File: config.mk
export PLATFORM = sky130hd
export DESIGN_NAME = pfp_fault_timer
export DESIGN_NICKNAME = d
export VERILOG_FILES = /design/src/common/pfp_pkg.sv /design/src/rtl/pfp_fault_timer.sv
export SDC_FILE = /design/constraint.sdc
export NUM_CORES = 1
export LEC_CHECK = 0
export BUFFER_PORTS_ARGS = -buffer_cell sky130_fd_sc_hd__buf_2
export CAP_MARGIN = 40
export CORE_MARGIN = 2
export CORE_UTILIZATION = 35
export DETAILED_ROUTE_END_ITERATION = 8
export PLACE_DENSITY = 0.5
export SKIP_LAST_GASP = 1
export SYNTH_ARGS = -nofsm -noshare
export SYNTH_HDL_FRONTEND = slang
export SYNTH_SLANG_ARGS = --single-unit
File: constraint.sdc
create_clock -name aclk -period 2.6 [get_ports aclk]
set_input_delay 0.26 -clock aclk [delete_from_list [all_inputs] [get_ports aclk]]
set_output_delay 0.26 -clock aclk [all_outputs]
set_load 0.01 [all_outputs]
File: src/common/pfp_pkg.sv
// Constants, register map and carrier types for PWM fault input processing.
// Assumes one 125 MHz clock and a 32-bit AXI4-Lite register port.
package pfp_pkg;

  // ----------------------------------------------------------------
  // Register map (byte addresses)
  // ----------------------------------------------------------------
  localparam int unsigned ADDR_W = 8;
  localparam logic [7:0] OFF_CTRL = 8'h00;
  localparam logic [7:0] OFF_EVCTL_A = 8'h04;
  localparam logic [7:0] OFF_EVCTL_B = 8'h08;
  localparam logic [7:0] OFF_FCTL_A = 8'h0C;
  localparam logic [7:0] OFF_FCTL_B = 8'h10;
  localparam logic [7:0] OFF_CMD = 8'h14;
  localparam logic [7:0] OFF_LEN_BASE = 8'h18;
  localparam logic [7:0] OFF_GRAB_A = 8'h28;
  localparam logic [7:0] OFF_GRAB_B = 8'h2C;
  localparam logic [7:0] OFF_STATUS = 8'h30;

  // ----------------------------------------------------------------
  // Field layouts and reset values
  // ----------------------------------------------------------------
  localparam int unsigned CTRL_EN_BIT = 0;
  localparam int unsigned STAT_PHASE_LSB = 16;
  localparam int unsigned STAT_HOLD_BIT = 18;
  localparam int unsigned STAT_WAIT_BIT = 19;
  localparam int unsigned STAT_LVL_LSB = 20;
  localparam int unsigned FM_W = 4;
  localparam logic [15:0] LEN_RESET = 16'h0003;
  localparam int unsigned FILTER_CYCLES = 4;
  localparam logic [1:0] RESP_OKAY = 2'h0;
  localparam logic [1:0] RESP_SLVERR = 2'h2;

  // ----------------------------------------------------------------
  // Fault action select codes
  // ----------------------------------------------------------------
  localparam logic [3:0] FM_NONE = 4'h0;
  localparam logic [3:0] FM_JUMP_WAIT = 4'h1;
  localparam logic [3:0] FM_RUN_OPP = 4'h2;
  localparam logic [3:0] FM_REPEAT = 4'h3;
  localparam logic [3:0] FM_BLOCK = 4'h4;
  localparam logic [3:0] FM_DEAD_ONLY = 4'h5;
  localparam logic [3:0] FM_END_WAIT = 4'h6;

  typedef enum logic [1:0] {
    PH_DTA = 2'b00,
    PH_OTA = 2'b01,
    PH_DTB = 2'b10,
    PH_OTB = 2'b11
  } pfp_phase_t;

  typedef struct packed {
    logic capture;
    logic async_en;
    logic filter;
    logic enable;
  } pfp_evcfg_t;

  typedef struct packed {
    logic grab_b;
    logic grab_a;
    logic restart;
    logic now;
    logic eoc;
  } pfp_cmd_t;

endpackage

File: src/rtl/pfp_fault_timer.sv
// Dead-time PWM timer core with two fault/event inputs and command strobes.
// Assumes event inputs synchronous to aclk and an AXI4-Lite master.
//
// Our own choices: the register offsets and register access over AXI4-Lite.
`timescale 1ns/1ps
`default_nettype none
module pfp_fault_timer #(
  parameter int unsigned CNT_W = 16,
  parameter int unsigned FILT_LEN = pfp_pkg::FILTER_CYCLES
) (
  input wire logic aclk,
  input wire logic aresetn,
  input wire logic event_in_a,
  input wire logic event_in_b,
  input wire logic [7:0] s_axi_awaddr,
  input wire logic s_axi_awvalid,
  output logic s_axi_awready,
  input wire logic [31:0] s_axi_wdata,
  input wire logic [3:0] s_axi_wstrb,
  input wire logic s_axi_wvalid,
  output logic s_axi_wready,
  output logic [1:0] s_axi_bresp,
  output logic s_axi_bvalid,
  input wire logic s_axi_bready,
  input wire logic [7:0] s_axi_araddr,
  input wire logic s_axi_arvalid,
  output logic s_axi_arready,
  output logic [31:0] s_axi_rdata,
  output logic [1:0] s_axi_rresp,
  output logic s_axi_rvalid,
  input wire logic s_axi_rready,
  output logic waveform_out_a,
  output logic waveform_out_b
);

  // ----------------------------------------------------------------
  // Elaboration checks
  // ----------------------------------------------------------------
  if (CNT_W < 2 || CNT_W > 16) begin : g_bad_cnt
    $error("CNT_W must lie in 2..16");
  end
  if (FILT_LEN < 2 || FILT_LEN > 8) begin : g_bad_filt
    $error("FILT_LEN must lie in 2..8");
  end

  // ----------------------------------------------------------------
  // Declarations
  // ----------------------------------------------------------------
  logic [1:0] ev_in;
  logic [1:0] s1_reg, s2_reg, filt_reg, flow_d_reg;
  logic [1:0][FILT_LEN-2:0] fsh_reg;
  logic [1:0] flow_lvl, ovr_lvl, rise;
  logic ctrl_en_reg;
  pfp_pkg::pfp_evcfg_t [1:0] evcfg_reg;
  logic [1:0][pfp_pkg::FM_W-1:0] fsel_reg;
  logic [3:0][CNT_W-1:0] buf_len_reg, act_len_reg;
  logic [CNT_W-1:0] cnt_reg, grab_a_reg, grab_b_reg;
  pfp_pkg::pfp_phase_t phase_reg;
  logic hold_reg, wait6_reg, pend_eoc_reg;
  logic [1:0] holdm_reg, pend2_reg;
  pfp_pkg::pfp_cmd_t cmd;
  logic [7:0] waddr_reg;
  logic [31:0] wdata_reg;
  logic [3:0] wstrb_reg;
  logic wr_fire, phase_end, cyc_end, any5, any6, kill_a, kill_b, release_ok;
  logic [31:0] rd_word;

  assign ev_in = {event_in_b, event_in_a};

  function automatic logic opp_mode(input logic [3:0] m);
    opp_mode = (m == pfp_pkg::FM_JUMP_WAIT) || (m == pfp_pkg::FM_RUN_OPP) ||
               (m == pfp_pkg::FM_REPEAT);
  endfunction

  function automatic logic own_phase(input pfp_pkg::pfp_phase_t p,
                                     input int unsigned idx);
    own_phase = (idx == 0) ? (p == pfp_pkg::PH_DTA || p == pfp_pkg::PH_OTA)
                           : (p == pfp_pkg::PH_DTB || p == pfp_pkg::PH_OTB);
  endfunction

  function automatic logic [31:0] merge(input logic [31:0] old_w,
                                        input logic [31:0] new_w,
                                        input logic [3:0] strb);
    logic [31:0] r;
    r = old_w;
    for (int i = 0; i < 4; i++) begin
      if (strb[i]) begin
        r[8*i +: 8] = new_w[8*i +: 8];
      end
    end
    merge = r;
  endfunction

  function automatic logic mapped(input logic [7:0] a);
    mapped = (a[1:0] == 2'b00) && (a <= pfp_pkg::OFF_STATUS);
  endfunction

  // ----------------------------------------------------------------
  // Input conditioning: synchroniser and digital filter
  // ----------------------------------------------------------------
  always_ff @(posedge aclk) begin
    if (!aresetn) begin
      s1_reg <= '0;
      s2_reg <= '0;
      fsh_reg <= '0;
      filt_reg <= '0;
      flow_d_reg <= '0;
    end else begin
      s1_reg <= ev_in;
      s2_reg <= s1_reg;
      flow_d_reg <= flow_lvl;
      for (int i = 0; i < 2; i++) begin
        // Oldest sample drops off the top of the window
        fsh_reg[i] <= (FILT_LEN-1)'({fsh_reg[i], ev_in[i]});
        if (&{fsh_reg[i], ev_in[i]}) begin
          filt_reg[i] <= 1'b1;
        end else if (~|{fsh_reg[i], ev_in[i]}) begin
          filt_reg[i] <= 1'b0;
        end
      end
    end
  end

  // Async override uses the raw level two flops ahead of the flow path;
  // filter takes precedence if software sets both.
  always_comb begin
    for (int i = 0; i < 2; i++) begin
      flow_lvl[i] = evcfg_reg[i].enable &
                    (evcfg_reg[i].filter ? filt_reg[i] : s2_reg[i]);
      ovr_lvl[i] = evcfg_reg[i].enable & (evcfg_reg[i].filter ? filt_reg[i]
                   : (evcfg_reg[i].async_en ? ev_in[i] : s2_reg[i]));
      rise[i] = flow_lvl[i] & ~flow_d_reg[i];
    end
  end

  // ----------------------------------------------------------------
  // Fault action decode
  // ----------------------------------------------------------------
  always_comb begin
    any5 = (flow_lvl[0] && fsel_reg[0] == pfp_pkg::FM_DEAD_ONLY) ||
           (flow_lvl[1] && fsel_reg[1] == pfp_pkg::FM_DEAD_ONLY);
    any6 = (flow_lvl[0] && fsel_reg[0] == pfp_pkg::FM_END_WAIT) ||
           (flow_lvl[1] && fsel_reg[1] == pfp_pkg::FM_END_WAIT);
    kill_b = 1'b0;
    kill_a = 1'b0;
    for (int i = 0; i < 2; i++) begin
      if (ovr_lvl[i] && (fsel_reg[i] == pfp_pkg::FM_BLOCK ||
          fsel_reg[i] == pfp_pkg::FM_DEAD_ONLY ||
          fsel_reg[i] == pfp_pkg::FM_END_WAIT)) begin
        kill_a = 1'b1;
        kill_b = 1'b1;
      end
    end
    if (ovr_lvl[0] && opp_mode(fsel_reg[0])) begin
      kill_a = 1'b1;
    end
    if (ovr_lvl[1] && opp_mode(fsel_reg[1])) begin
      kill_b = 1'b1;
    end
    release_ok = !((holdm_reg[0] && flow_lvl[0]) ||
                   (holdm_reg[1] && flow_lvl[1]));
    phase_end = (cnt_reg == act_len_reg[phase_reg]);
    cyc_end = ctrl_en_reg && !hold_reg && !wait6_reg && phase_end &&
              phase_reg == pfp_pkg::PH_OTB;
  end

  // ----------------------------------------------------------------
  // Phase sequencer and counter
  // ----------------------------------------------------------------
  always_ff @(posedge aclk) begin
    if (!aresetn) begin
      phase_reg <= pfp_pkg::PH_DTA;
      cnt_reg <= '0;
      hold_reg <= 1'b0;
      holdm_reg <= '0;
      pend2_reg <= '0;
      wait6_reg <= 1'b0;
    end else if (!ctrl_en_reg || cmd.restart) begin
      phase_reg <= pfp_pkg::PH_DTA;
      cnt_reg <= '0;
      hold_reg <= 1'b0;
      holdm_reg <= '0;
      pend2_reg <= '0;
      wait6_reg <= 1'b0;
    end else if (hold_reg) begin
      if (release_ok) begin
        hold_reg <= 1'b0;
        holdm_reg <= '0;
      end
    end else if (wait6_reg) begin
      if (!any6) begin
        wait6_reg <= 1'b0;
        cnt_reg <= '0;
        phase_reg <= (phase_reg == pfp_pkg::PH_DTA) ? pfp_pkg::PH_DTB
                                                    : pfp_pkg::PH_DTA;
      end
    end else if (flow_lvl[0] && opp_mode(fsel_reg[0]) &&
                 own_phase(phase_reg, 0)) begin
      phase_reg <= pfp_pkg::PH_DTB;
      cnt_reg <= '0;
      hold_reg <= (fsel_reg[0] == pfp_pkg::FM_JUMP_WAIT);
      holdm_reg[0] <= (fsel_reg[0] == pfp_pkg::FM_JUMP_WAIT);
      pend2_reg[0] <= (fsel_reg[0] == pfp_pkg::FM_RUN_OPP);
    end else if (flow_lvl[1] && opp_mode(fsel_reg[1]) &&
                 own_phase(phase_reg, 1)) begin
      phase_reg <= pfp_pkg::PH_DTA;
      cnt_reg <= '0;
      hold_reg <= (fsel_reg[1] == pfp_pkg::FM_JUMP_WAIT);
      holdm_reg[1] <= (fsel_reg[1] == pfp_pkg::FM_JUMP_WAIT);
      pend2_reg[1] <= (fsel_reg[1] == pfp_pkg::FM_RUN_OPP);
    end else if ((any5 || any6) && phase_reg == pfp_pkg::PH_OTA) begin
      phase_reg <= pfp_pkg::PH_DTB;
      cnt_reg <= '0;
    end else if ((any5 || any6) && phase_reg == pfp_pkg::PH_OTB) begin
      phase_reg <= pfp_pkg::PH_DTA;
      cnt_reg <= '0;
    end else if (phase_end) begin
      cnt_reg <= '0;
      case (phase_reg)
        pfp_pkg::PH_DTA, pfp_pkg::PH_DTB: begin
          if (any5) begin
            phase_reg <= (phase_reg == pfp_pkg::PH_DTA) ? pfp_pkg::PH_DTB
                                                        : pfp_pkg::PH_DTA;
          end else if (any6) begin
            wait6_reg <= 1'b1;
            cnt_reg <= cnt_reg;
          end else begin
            phase_reg <= (phase_reg == pfp_pkg::PH_DTA) ? pfp_pkg::PH_OTA
                                                        : pfp_pkg::PH_OTB;
          end
        end
        pfp_pkg::PH_OTA: begin
          pend2_reg[1] <= 1'b0;
          hold_reg <= pend2_reg[1] && flow_lvl[1];
          holdm_reg[1] <= pend2_reg[1] && flow_lvl[1];
          phase_reg <= (flow_lvl[1] && fsel_reg[1] == pfp_pkg::FM_REPEAT)
                       ? pfp_pkg::PH_DTA : pfp_pkg::PH_DTB;
        end
        default: begin
          pend2_reg[0] <= 1'b0;
          hold_reg <= pend2_reg[0] && flow_lvl[0];
          holdm_reg[0] <= pend2_reg[0] && flow_lvl[0];
          phase_reg <= (flow_lvl[0] && fsel_reg[0] == pfp_pkg::FM_REPEAT)
                       ? pfp_pkg::PH_DTB : pfp_pkg::PH_DTA;
        end
      endcase
    end else begin
      cnt_reg <= cnt_reg + 1'b1;
    end
  end

  // Outputs stay flop-driven; async override lands on the next edge.
  always_ff @(posedge aclk) begin
    if (!aresetn) begin
      waveform_out_a <= 1'b0;
      waveform_out_b <= 1'b0;
    end else begin
      waveform_out_a <= ctrl_en_reg && phase_reg == pfp_pkg::PH_OTA &&
                        !kill_a;
      waveform_out_b <= ctrl_en_reg && phase_reg == pfp_pkg::PH_OTB &&
                        !kill_b;
    end
  end

  // ----------------------------------------------------------------
  // Double-buffered lengths and grab registers
  // ----------------------------------------------------------------
  always_ff @(posedge aclk) begin
    if (!aresetn) begin
      act_len_reg <= {4{pfp_pkg::LEN_RESET[CNT_W-1:0]}};
      pend_eoc_reg <= 1'b0;
    end else begin
      if (cmd.now) begin
        act_len_reg <= buf_len_reg;
      end else if (cyc_end && pend_eoc_reg) begin
        act_len_reg <= buf_len_reg;
      end
      // A new strobe in the update cycle wins over the clear.
      if (cmd.eoc) begin
        pend_eoc_reg <= 1'b1;
      end else if (cyc_end || cmd.now) begin
        pend_eoc_reg <= 1'b0;
      end
    end
  end

  always_ff @(posedge aclk) begin
    if (!aresetn) begin
      grab_a_reg <= '0;
      grab_b_reg <= '0;
    end else begin
      if (cmd.grab_a || (evcfg_reg[0].capture && rise[0])) begin
        grab_a_reg <= cnt_reg;
      end
      if (cmd.grab_b || (evcfg_reg[1].capture && rise[1])) begin
        grab_b_reg <= cnt_reg;
      end
    end
  end

  // ----------------------------------------------------------------
  // AXI4-Lite write channel and register writes
  // ----------------------------------------------------------------
  assign wr_fire = !s_axi_awready && !s_axi_wready && !s_axi_bvalid;

  always_ff @(posedge aclk) begin
    if (!aresetn) begin
      s_axi_awready <= 1'b1;
      s_axi_wready <= 1'b1;
      s_axi_bvalid <= 1'b0;
      s_axi_bresp <= pfp_pkg::RESP_OKAY;
      waddr_reg <= '0;
      wdata_reg <= '0;
      wstrb_reg <= '0;
    end else begin
      if (s_axi_awvalid && s_axi_awready) begin
        waddr_reg <= s_axi_awaddr;
        s_axi_awready <= 1'b0;
      end
      if (s_axi_wvalid && s_axi_wready) begin
        wdata_reg <= s_axi_wdata;
        wstrb_reg <= s_axi_wstrb;
        s_axi_wready <= 1'b0;
      end
      if (wr_fire) begin
        s_axi_bvalid <= 1'b1;
        s_axi_bresp <= mapped(waddr_reg) ? pfp_pkg::RESP_OKAY
                                         : pfp_pkg::RESP_SLVERR;
      end
      if (s_axi_bvalid && s_axi_bready) begin
        s_axi_bvalid <= 1'b0;
        s_axi_awready <= 1'b1;
        s_axi_wready <= 1'b1;
      end
    end
  end

  // Command strobes last one cycle; a write of zero does nothing.
  assign cmd = (wr_fire && waddr_reg == pfp_pkg::OFF_CMD && wstrb_reg[0])
               ? pfp_pkg::pfp_cmd_t'(wdata_reg[4:0]) : '0;

  always_ff @(posedge aclk) begin
    if (!aresetn) begin
      ctrl_en_reg <= 1'b0;
      evcfg_reg <= '0;
      fsel_reg <= '0;
      buf_len_reg <= {4{pfp_pkg::LEN_RESET[CNT_W-1:0]}};
    end else if (wr_fire) begin
      if (waddr_reg == pfp_pkg::OFF_CTRL) begin
        if (wstrb_reg[0]) begin
          ctrl_en_reg <= wdata_reg[pfp_pkg::CTRL_EN_BIT];
        end
      end else if (waddr_reg == pfp_pkg::OFF_EVCTL_A && wstrb_reg[0]) begin
        evcfg_reg[0] <= wdata_reg[3:0];
      end else if (waddr_reg == pfp_pkg::OFF_EVCTL_B && wstrb_reg[0]) begin
        evcfg_reg[1] <= wdata_reg[3:0];
      end else if (waddr_reg == pfp_pkg::OFF_FCTL_A && wstrb_reg[0]) begin
        fsel_reg[0] <= wdata_reg[3:0];
      end else if (waddr_reg == pfp_pkg::OFF_FCTL_B && wstrb_reg[0]) begin
        fsel_reg[1] <= wdata_reg[3:0];
      end else if (waddr_reg >= pfp_pkg::OFF_LEN_BASE &&
                   waddr_reg < pfp_pkg::OFF_GRAB_A) begin
        buf_len_reg[2'(waddr_reg[7:2] - pfp_pkg::OFF_LEN_BASE[7:2])] <=
          CNT_W'(merge(32'(buf_len_reg[2'(waddr_reg[7:2] -
          pfp_pkg::OFF_LEN_BASE[7:2])]), wdata_reg, wstrb_reg));
      end
    end
  end

  // ----------------------------------------------------------------
  // AXI4-Lite read channel
  // ----------------------------------------------------------------
  always_comb begin
    rd_word = 32'h0000_0000;
    if (s_axi_araddr == pfp_pkg::OFF_CTRL) begin
      rd_word[pfp_pkg::CTRL_EN_BIT] = ctrl_en_reg;
    end else if (s_axi_araddr == pfp_pkg::OFF_EVCTL_A) begin
      rd_word[3:0] = evcfg_reg[0];
    end else if (s_axi_araddr == pfp_pkg::OFF_EVCTL_B) begin
      rd_word[3:0] = evcfg_reg[1];
    end else if (s_axi_araddr == pfp_pkg::OFF_FCTL_A) begin
      rd_word[3:0] = fsel_reg[0];
    end else if (s_axi_araddr == pfp_pkg::OFF_FCTL_B) begin
      rd_word[3:0] = fsel_reg[1];
    end else if (s_axi_araddr >= pfp_pkg::OFF_LEN_BASE &&
                 s_axi_araddr < pfp_pkg::OFF_GRAB_A) begin
      rd_word[CNT_W-1:0] = buf_len_reg[2'(s_axi_araddr[7:2] -
                                          pfp_pkg::OFF_LEN_BASE[7:2])];
    end else if (s_axi_araddr == pfp_pkg::OFF_GRAB_A) begin
      rd_word[CNT_W-1:0] = grab_a_reg;
    end else if (s_axi_araddr == pfp_pkg::OFF_GRAB_B) begin
      rd_word[CNT_W-1:0] = grab_b_reg;
    end else if (s_axi_araddr == pfp_pkg::OFF_STATUS) begin
      rd_word[CNT_W-1:0] = cnt_reg;
      rd_word[pfp_pkg::STAT_PHASE_LSB +: 2] = phase_reg;
      rd_word[pfp_pkg::STAT_HOLD_BIT] = hold_reg;
      rd_word[pfp_pkg::STAT_WAIT_BIT] = wait6_reg;
      rd_word[pfp_pkg::STAT_LVL_LSB +: 2] = flow_lvl;
    end
  end

  always_ff @(posedge aclk) begin
    if (!aresetn) begin
      s_axi_arready <= 1'b1;
      s_axi_rvalid <= 1'b0;
      s_axi_rdata <= '0;
      s_axi_rresp <= pfp_pkg::RESP_OKAY;
    end else if (s_axi_arvalid && s_axi_arready) begin
      s_axi_arready <= 1'b0;
      s_axi_rvalid <= 1'b1;
      s_axi_rdata <= rd_word;
      s_axi_rresp <= mapped(s_axi_araddr) ? pfp_pkg::RESP_OKAY
                                          : pfp_pkg::RESP_SLVERR;
    end else if (s_axi_rvalid && s_axi_rready) begin
      s_axi_rvalid <= 1'b0;
      s_axi_arready <= 1'b1;
    end
  end
endmodule
`default_nettype wire

==> flow_summary.toml, run 1 <==
[sta]
fin_crit_sh_pct = 115.9
relSlewSlack_pct = 42.38
fin_setup_tns_ns = -28.95
finClkSkew_ns = 0.01590
min_period_ns = 3.014
finalMaxSlewViolations = 0
setup_viol = 89
layout_setup_ws_ns = -0.4141
rsz0062_at_grt = "yes"
hold_viol = 0
max_freq_ghz = 0.3318
worst_pin_slew_ns = 0.8602

[final_layout]
area_delta_synth_final_pct = 28.37
regArea_mm2 = 0.005389
fillCellCount = 3531
final_core_util_pct = 45.37
multi_input_area_mm2 = 0.007292
final_cell_mix = "268 x dfxtp_1, 243 x nand2_1, 101 x buf_4"
drive_above_1_share_pct = 24.71
diodes = 0
fin_nets = 1609
final_common_cell = "dfxtp_1"

[die]
die_h_um = 195.6
dieWidth_um = 195.6
num_rows = 70
ios = 104
die_area_mm2 = 0.03825
core-area_mm2 = 0.03635
initial_utilization_pct = 35.34

[logic_synthesis]
syn_avg_cell_area_um2 = 9.195
ys_warn_count = 0
syn_area_mm2 = 0.01285
synthArstFlopShare_pct = 0
yosysUniqueCellTypes = 65
syn_inst = 1397
synth_edf_count = 0
synth-seq-cells = 269
ys.flop_type = "dfxtp_1"
yosysSeqAreaShare_pct = 41.92

[critical_path]
crit_type = "flip-flop to flip-flop"
worstPathMaxFanout = 9
cpPeakStageDelay_ns = 0.52
critPathSlowestCell = "mux4_2"
end_kind = "flip-flop"
regToRegStartpoint = "phase_reg[0]"
critPathLaunchType = "flip-flop"
r2r_cells = 10
critPathLaunch = "phase_reg[0]"
arrival_ns = 3.47
cp.required_ns = 3.06
crit_chain = "buf_12 > buf_8 > mux4_2 > xnor2_1 > nand4_1 > or4_4 > o31a_4 > bufbuf_16 > nand3_1 > o21ai_0"

[detailed_routing]
viasPerCell = 5.358
ant_nets = 0
drt_wl_total_um = 38750
routedWlPerCell_um = 19.01
drt_iter0_drc = 789
vias = 10920
drc_errors = 0
dr.pass1.iters = 4

[clock_tree]
clock_latency_ns = 0.58
htreeDepth = 1
clkTransAtPathRegs_ns = 0.06
clkSinkCount = 269
cts_root_buf = "clkbuf_16"
cts_tree = "yes"
clk_path_buf_depth = 3
numCtsBuffers = 31

[hold_path]
min_path_cells = 5
hold_class = "input pin to flip-flop"
holdCritStartpoint = "s_axi_araddr[0]"

[placed_design]
port_buffers = 73
gp_congestion = 0.8855
place_ws_ns = -0.7101
hpwl_um = 25950

[power]
powerDensity_mw_per_mm2 = 552.7
leakagePower_nw = 6.626
power_mw = 9.114
irDropWorstVdd_v = 0.0004809

[global_route]
grt_overflow = 0
grt_usage_pct = 20.00
grt_start_max_net_pins = 158
antenna_found_initial = 0
grt_pass1_wl_um = 60750
grt_pass1_vias = 10400

[run]
drv_cap = 0

[outcome]
outcome = "finished with violations"
violations = "negative setup slack"
-- critical path: cells and delay by family, from the launching register on --
| family | cells | cell delay (ns) |
|---|---|---|
| muxes | 1 | 0.52 |
| buffers and inverters | 3 | 0.56 |
| DFF | 1 | 0.40 |
| xor gates and xnor gates | 1 | 0.15 |
| and+or+nand+nor | 3 | 0.79 |
| AOI/OAI and AO/OA | 2 | 0.46 |
-- power breakdown --
group          switching [mW]  internal (mW)
registers              0.0380           4.16
clock network            1.79           2.69
logic                   0.255          0.177
-- cells by family after synthesis --
kind of cell    synth area share, %
simple gates                  19.29
xor+xnor                      1.091
compound gates                17.96
flops                         41.92
fa+ha+maj                   0.09738
mux                           14.82
other cells                 0.02919
buf+inv                       4.792
-- final timing paths --
check | to | slack, ns
setup reg to reg | act_len_reg[42] | -0.41
hold reg to reg | act_len_reg[40] | 0.46
hold / removal | s_axi_rresp[1] | 0.08
setup / recovery | act_len_reg[42] | -0.41
-- final cells by class --
class | count | share of cell area, %
multi-input cells | 996 | 44.22
flip-flops and latches | 269 | 32.68
repair buffers | 240 | 12.94
clock buffers | 46 | 5.713
well taps | 468 | 3.551
clock inverters | 10 | 0.6980
inverters | 9 | 0.2049
-- synth_stat cells (14+ instances only) --
cell / count / area (um2)
nor3_1: 14 / 70.07
clkbuf_1: 95 / 356.6
a22oi_1: 28 / 210.2
xnor2_1: 16 / 140.1
mux2i_1: 80 / 800.8
nand2_1: 243 / 912.1
o211a_1: 58 / 580.6
nor2_1: 40 / 150.1
o21ai_0: 85 / 425.4
a22o_1: 15 / 131.4
nand4_1: 15 / 93.84
dfxtp_1: 269 / 5385
a21boi_0: 38 / 285.3
buf_1: 16 / 60.06
nor2b_1: 59 / 369.1
nand3_1: 80 / 400.4
a21oi_1: 24 / 120.1
mux4_2: 48 / 1081
-- layer usage --
layer / part of all wire (%) / global-route usage, %
met2: 46 / 32.02
met4: 2.1 / 4.806
met1: 48 / 28.44
met3: 4.0 / 2.884
met5: 0 / 0
-- per-stage QoR --
stage	hold WS, ns	cell area [um2]	std cells
after floorplan	0.3604	13140	1408
after global placement	0.4420	14490	1927
after detailed placement	0.4540	14490	1927
after CTS	0.05222	16280	2031
after global routing	0.1066	16490	2038
final	0.08398	16490	2038
-- repair_timing --
action	CTS	global route
cloned	8	3
buffers inserted	7	5
setup endpoints to repair	89	92
pin swaps	22	14
hold buffers	33	0
hold endpoints to repair	33	0
resized for setup	32	32
No activity file was read; power rests on OpenSTA's default activity.
==> run 2: changes to the inputs <==
CELL_PAD_IN_SITES_DETAIL_PLACEMENT = 0   (was default)
CELL_PAD_IN_SITES_GLOBAL_PLACEMENT = 1   (was default)
CORE_UTILIZATION = 42   (was 35)
PLACE_DENSITY = 0.73   (was 0.5)
==> run 2 against run 1 <==
The flow still finishes with violations (negative setup slack). Sequential cell count is the same. Clock skew shrank 0.0066 ns. Combinational power is essentially flat. Highest routed layer unchanged. Non-clock buffer count grew 3. Critical path type unchanged. Largest cell class unchanged. Clock power grew 5.6%. Sequential power is essentially flat. Worst setup slack gained 0.071 ns. First-iteration DRC count shrank 4.1%.
==> flow_summary.toml, run 2 (synthesized netlist as in run 1, its figures left out) <==
[sta]
fin_setup_tns_ns = -24.00
min_period_ns = 2.943
max_freq_ghz = 0.3397
relSlewSlack_pct = 40.29
fin_crit_sh_pct = 113.2
rsz0062_at_grt = "yes"
finClkSkew_ns = 0.009332
setup_viol = 88
finalMaxSlewViolations = 0
hold_viol = 0
worst_pin_slew_ns = 0.8957
layout_setup_ws_ns = -0.3434

[clock_tree]
cts_tree = "yes"
clkTransAtPathRegs_ns = 0.06
cts_root_buf = "clkbuf_16"
clkSinkCount = 269
clk_path_buf_depth = 3
clock_latency_ns = 0.56
numCtsBuffers = 30
htreeDepth = 1

[critical_path]
crit_chain = "buf_12 > mux4_2 > xnor2_2 > nand4_1 > buf_4 > nor4_4 > buf_6 > buf_12 > buf_6 > buf_6 > a31oi_1 > or3_1 > a21oi_1"
critPathLaunchType = "flip-flop"
worstPathMaxFanout = 6
cpLargestDelayFamily = "buffers and inverters"
crit_type = "flip-flop to flip-flop"
crit_top_cell = "buf_6"
cpPeakStageDelay_ns = 0.55
worst-path-buf-inv = 6
critPathSlowestCell = "mux4_2"
end_kind = "flip-flop"
arrival_ns = 3.43
cp.required_ns = 3.09

[die]
num_rows = 64
core-area_mm2 = 0.03035
die_area_mm2 = 0.03200
die_h_um = 178.9
dieWidth_um = 178.9
ios = 104
initial_utilization_pct = 42.33

[hold_path]
hold_class = "input pin to flip-flop"

[placed_design]
gp_congestion = 0.9156
port_buffers = 73
dp_cells = 1862
hpwl_um = 25110

[detailed_routing]
routedWlPerCell_um = 19.34
ant_nets = 0
drc_errors = 0
viasPerCell = 5.647
vias = 11120
drt_wl_total_um = 38080
drt_iter0_drc = 757
dr.pass1.iters = 5

[outcome]
violations = "negative setup slack"
outcome = "finished with violations"

[final_layout]
regArea_mm2 = 0.005389
area_delta_synth_final_pct = 28.97
fin_nets = 1610
final_cell_mix = "268 x dfxtp_1, 243 x nand2_1, 101 x buf_4"
final_cells = 1969
fillCellCount = 2718
final_common_cell = "dfxtp_1"
drive_above_1_share_pct = 26.40
multi_input_area_mm2 = 0.007400

[power]
sw_frac_of_total_pct = 22.19
power.share.clock_pct = 50.5
power_mw = 9.359
power_frac_seq_pct = 44.9
combPwrFrac_pct = 4.6
internal_power_mw = 7.282
irDropWorstVdd_v = 0.0005047
p_sw_mw = 2.077
powerDensity_mw_per_mm2 = 564.9
leakagePower_nw = 6.654

[global_route]
grt_overflow = 0
grt_usage_pct = 23.19
grt_pass1_vias = 10310
grt_pass1_wl_um = 58130
grt_start_max_net_pins = 156
antenna_found_initial = 1

[run]
drv_cap = 0
run 2: worst reg2reg max path: cells and delay by family, from the launching register on:
| kind | cells | cell delay, ns |
|---|---|---|
| and+or+nand+nor | 3 | 0.73 |
| xor gates and xnor gates | 1 | 0.19 |
| buffers and inverters | 6 | 0.77 |
| muxes | 1 | 0.55 |
| DFF | 1 | 0.42 |
| AOI/OAI and AO/OA | 2 | 0.21 |
run 2: final timing paths:
| kind | startpoint | end | slack (ns) | depth (start not counted) |
|---|---|---|---|---|
| setup reg to reg | phase_reg[0] | holdm_reg[1] | -0.34 | 13 |
| setup / recovery | phase_reg[0] | holdm_reg[1] | -0.34 | 13 |
| hold reg to reg | s_axi_rdata[19] | s_axi_rdata[19] | 0.46 | 2 |
| hold / removal | s_axi_awvalid | s_axi_awready | 0.03 | 2 |
run 2: final cells by class:
type	instances	share of cell area, %
Clock buffer	36	4.977
Sequential cell	269	32.53
Antenna cell	1	0.01510
Clock inverter	20	1.714
Timing Repair Buffer	243	12.91
Multi-Input combinational cell	995	44.66
Tap cell	396	2.991
Inverter	9	0.2039
run 2: power by group through the flow:
stage	registers, mW	clock network (mW)	logic (mW)
global placement	4.29	0	0.393
detailed placement	4.29	0	0.393
CTS	4.20	4.81	0.431
finish	4.20	4.73	0.430
global route	4.20	4.99	0.472
floorplan	4.28	0	0.265
run 2: metrics by stage:
stage | util (%) | setup WS, ns | hold WS [ns] | area [um2]
2_1_floorplan | - | -0.1944 | 0.3604 | 13140
3_3_place_gp | 47.57 | -0.4632 | 0.4411 | 14440
3_5_place_dp | 47.57 | -0.5333 | 0.4472 | 14440
4_1_cts | 53.24 | -0.3279 | 0.008597 | 16160
5_1_grt | 54.58 | -0.4980 | 0.04952 | 16560
6_report | 54.59 | -0.3434 | 0.03199 | 16570
run 2: repair_timing:
action | in CTS | in global routing
setup endpoints to repair | 89 | 89
hold buffers | 32 | 0
pin swaps | 10 | 42
buffers inserted | 5 | 6
endpoints found under the hold margin | 33 | 0
resized for setup | 26 | 70
cloned | 3 | 7
run 2: metal layers:
metal | track usage, % | wire (um) | vias up
li1 | - | - | 5344
met1 | 33.31 | 17660 | 5421
met2 | 36.68 | 17400 | 305
met3 | 3.435 | 2280 | 49
met4 | 5.420 | 743 | 0
met5 | 0 | 0 | -
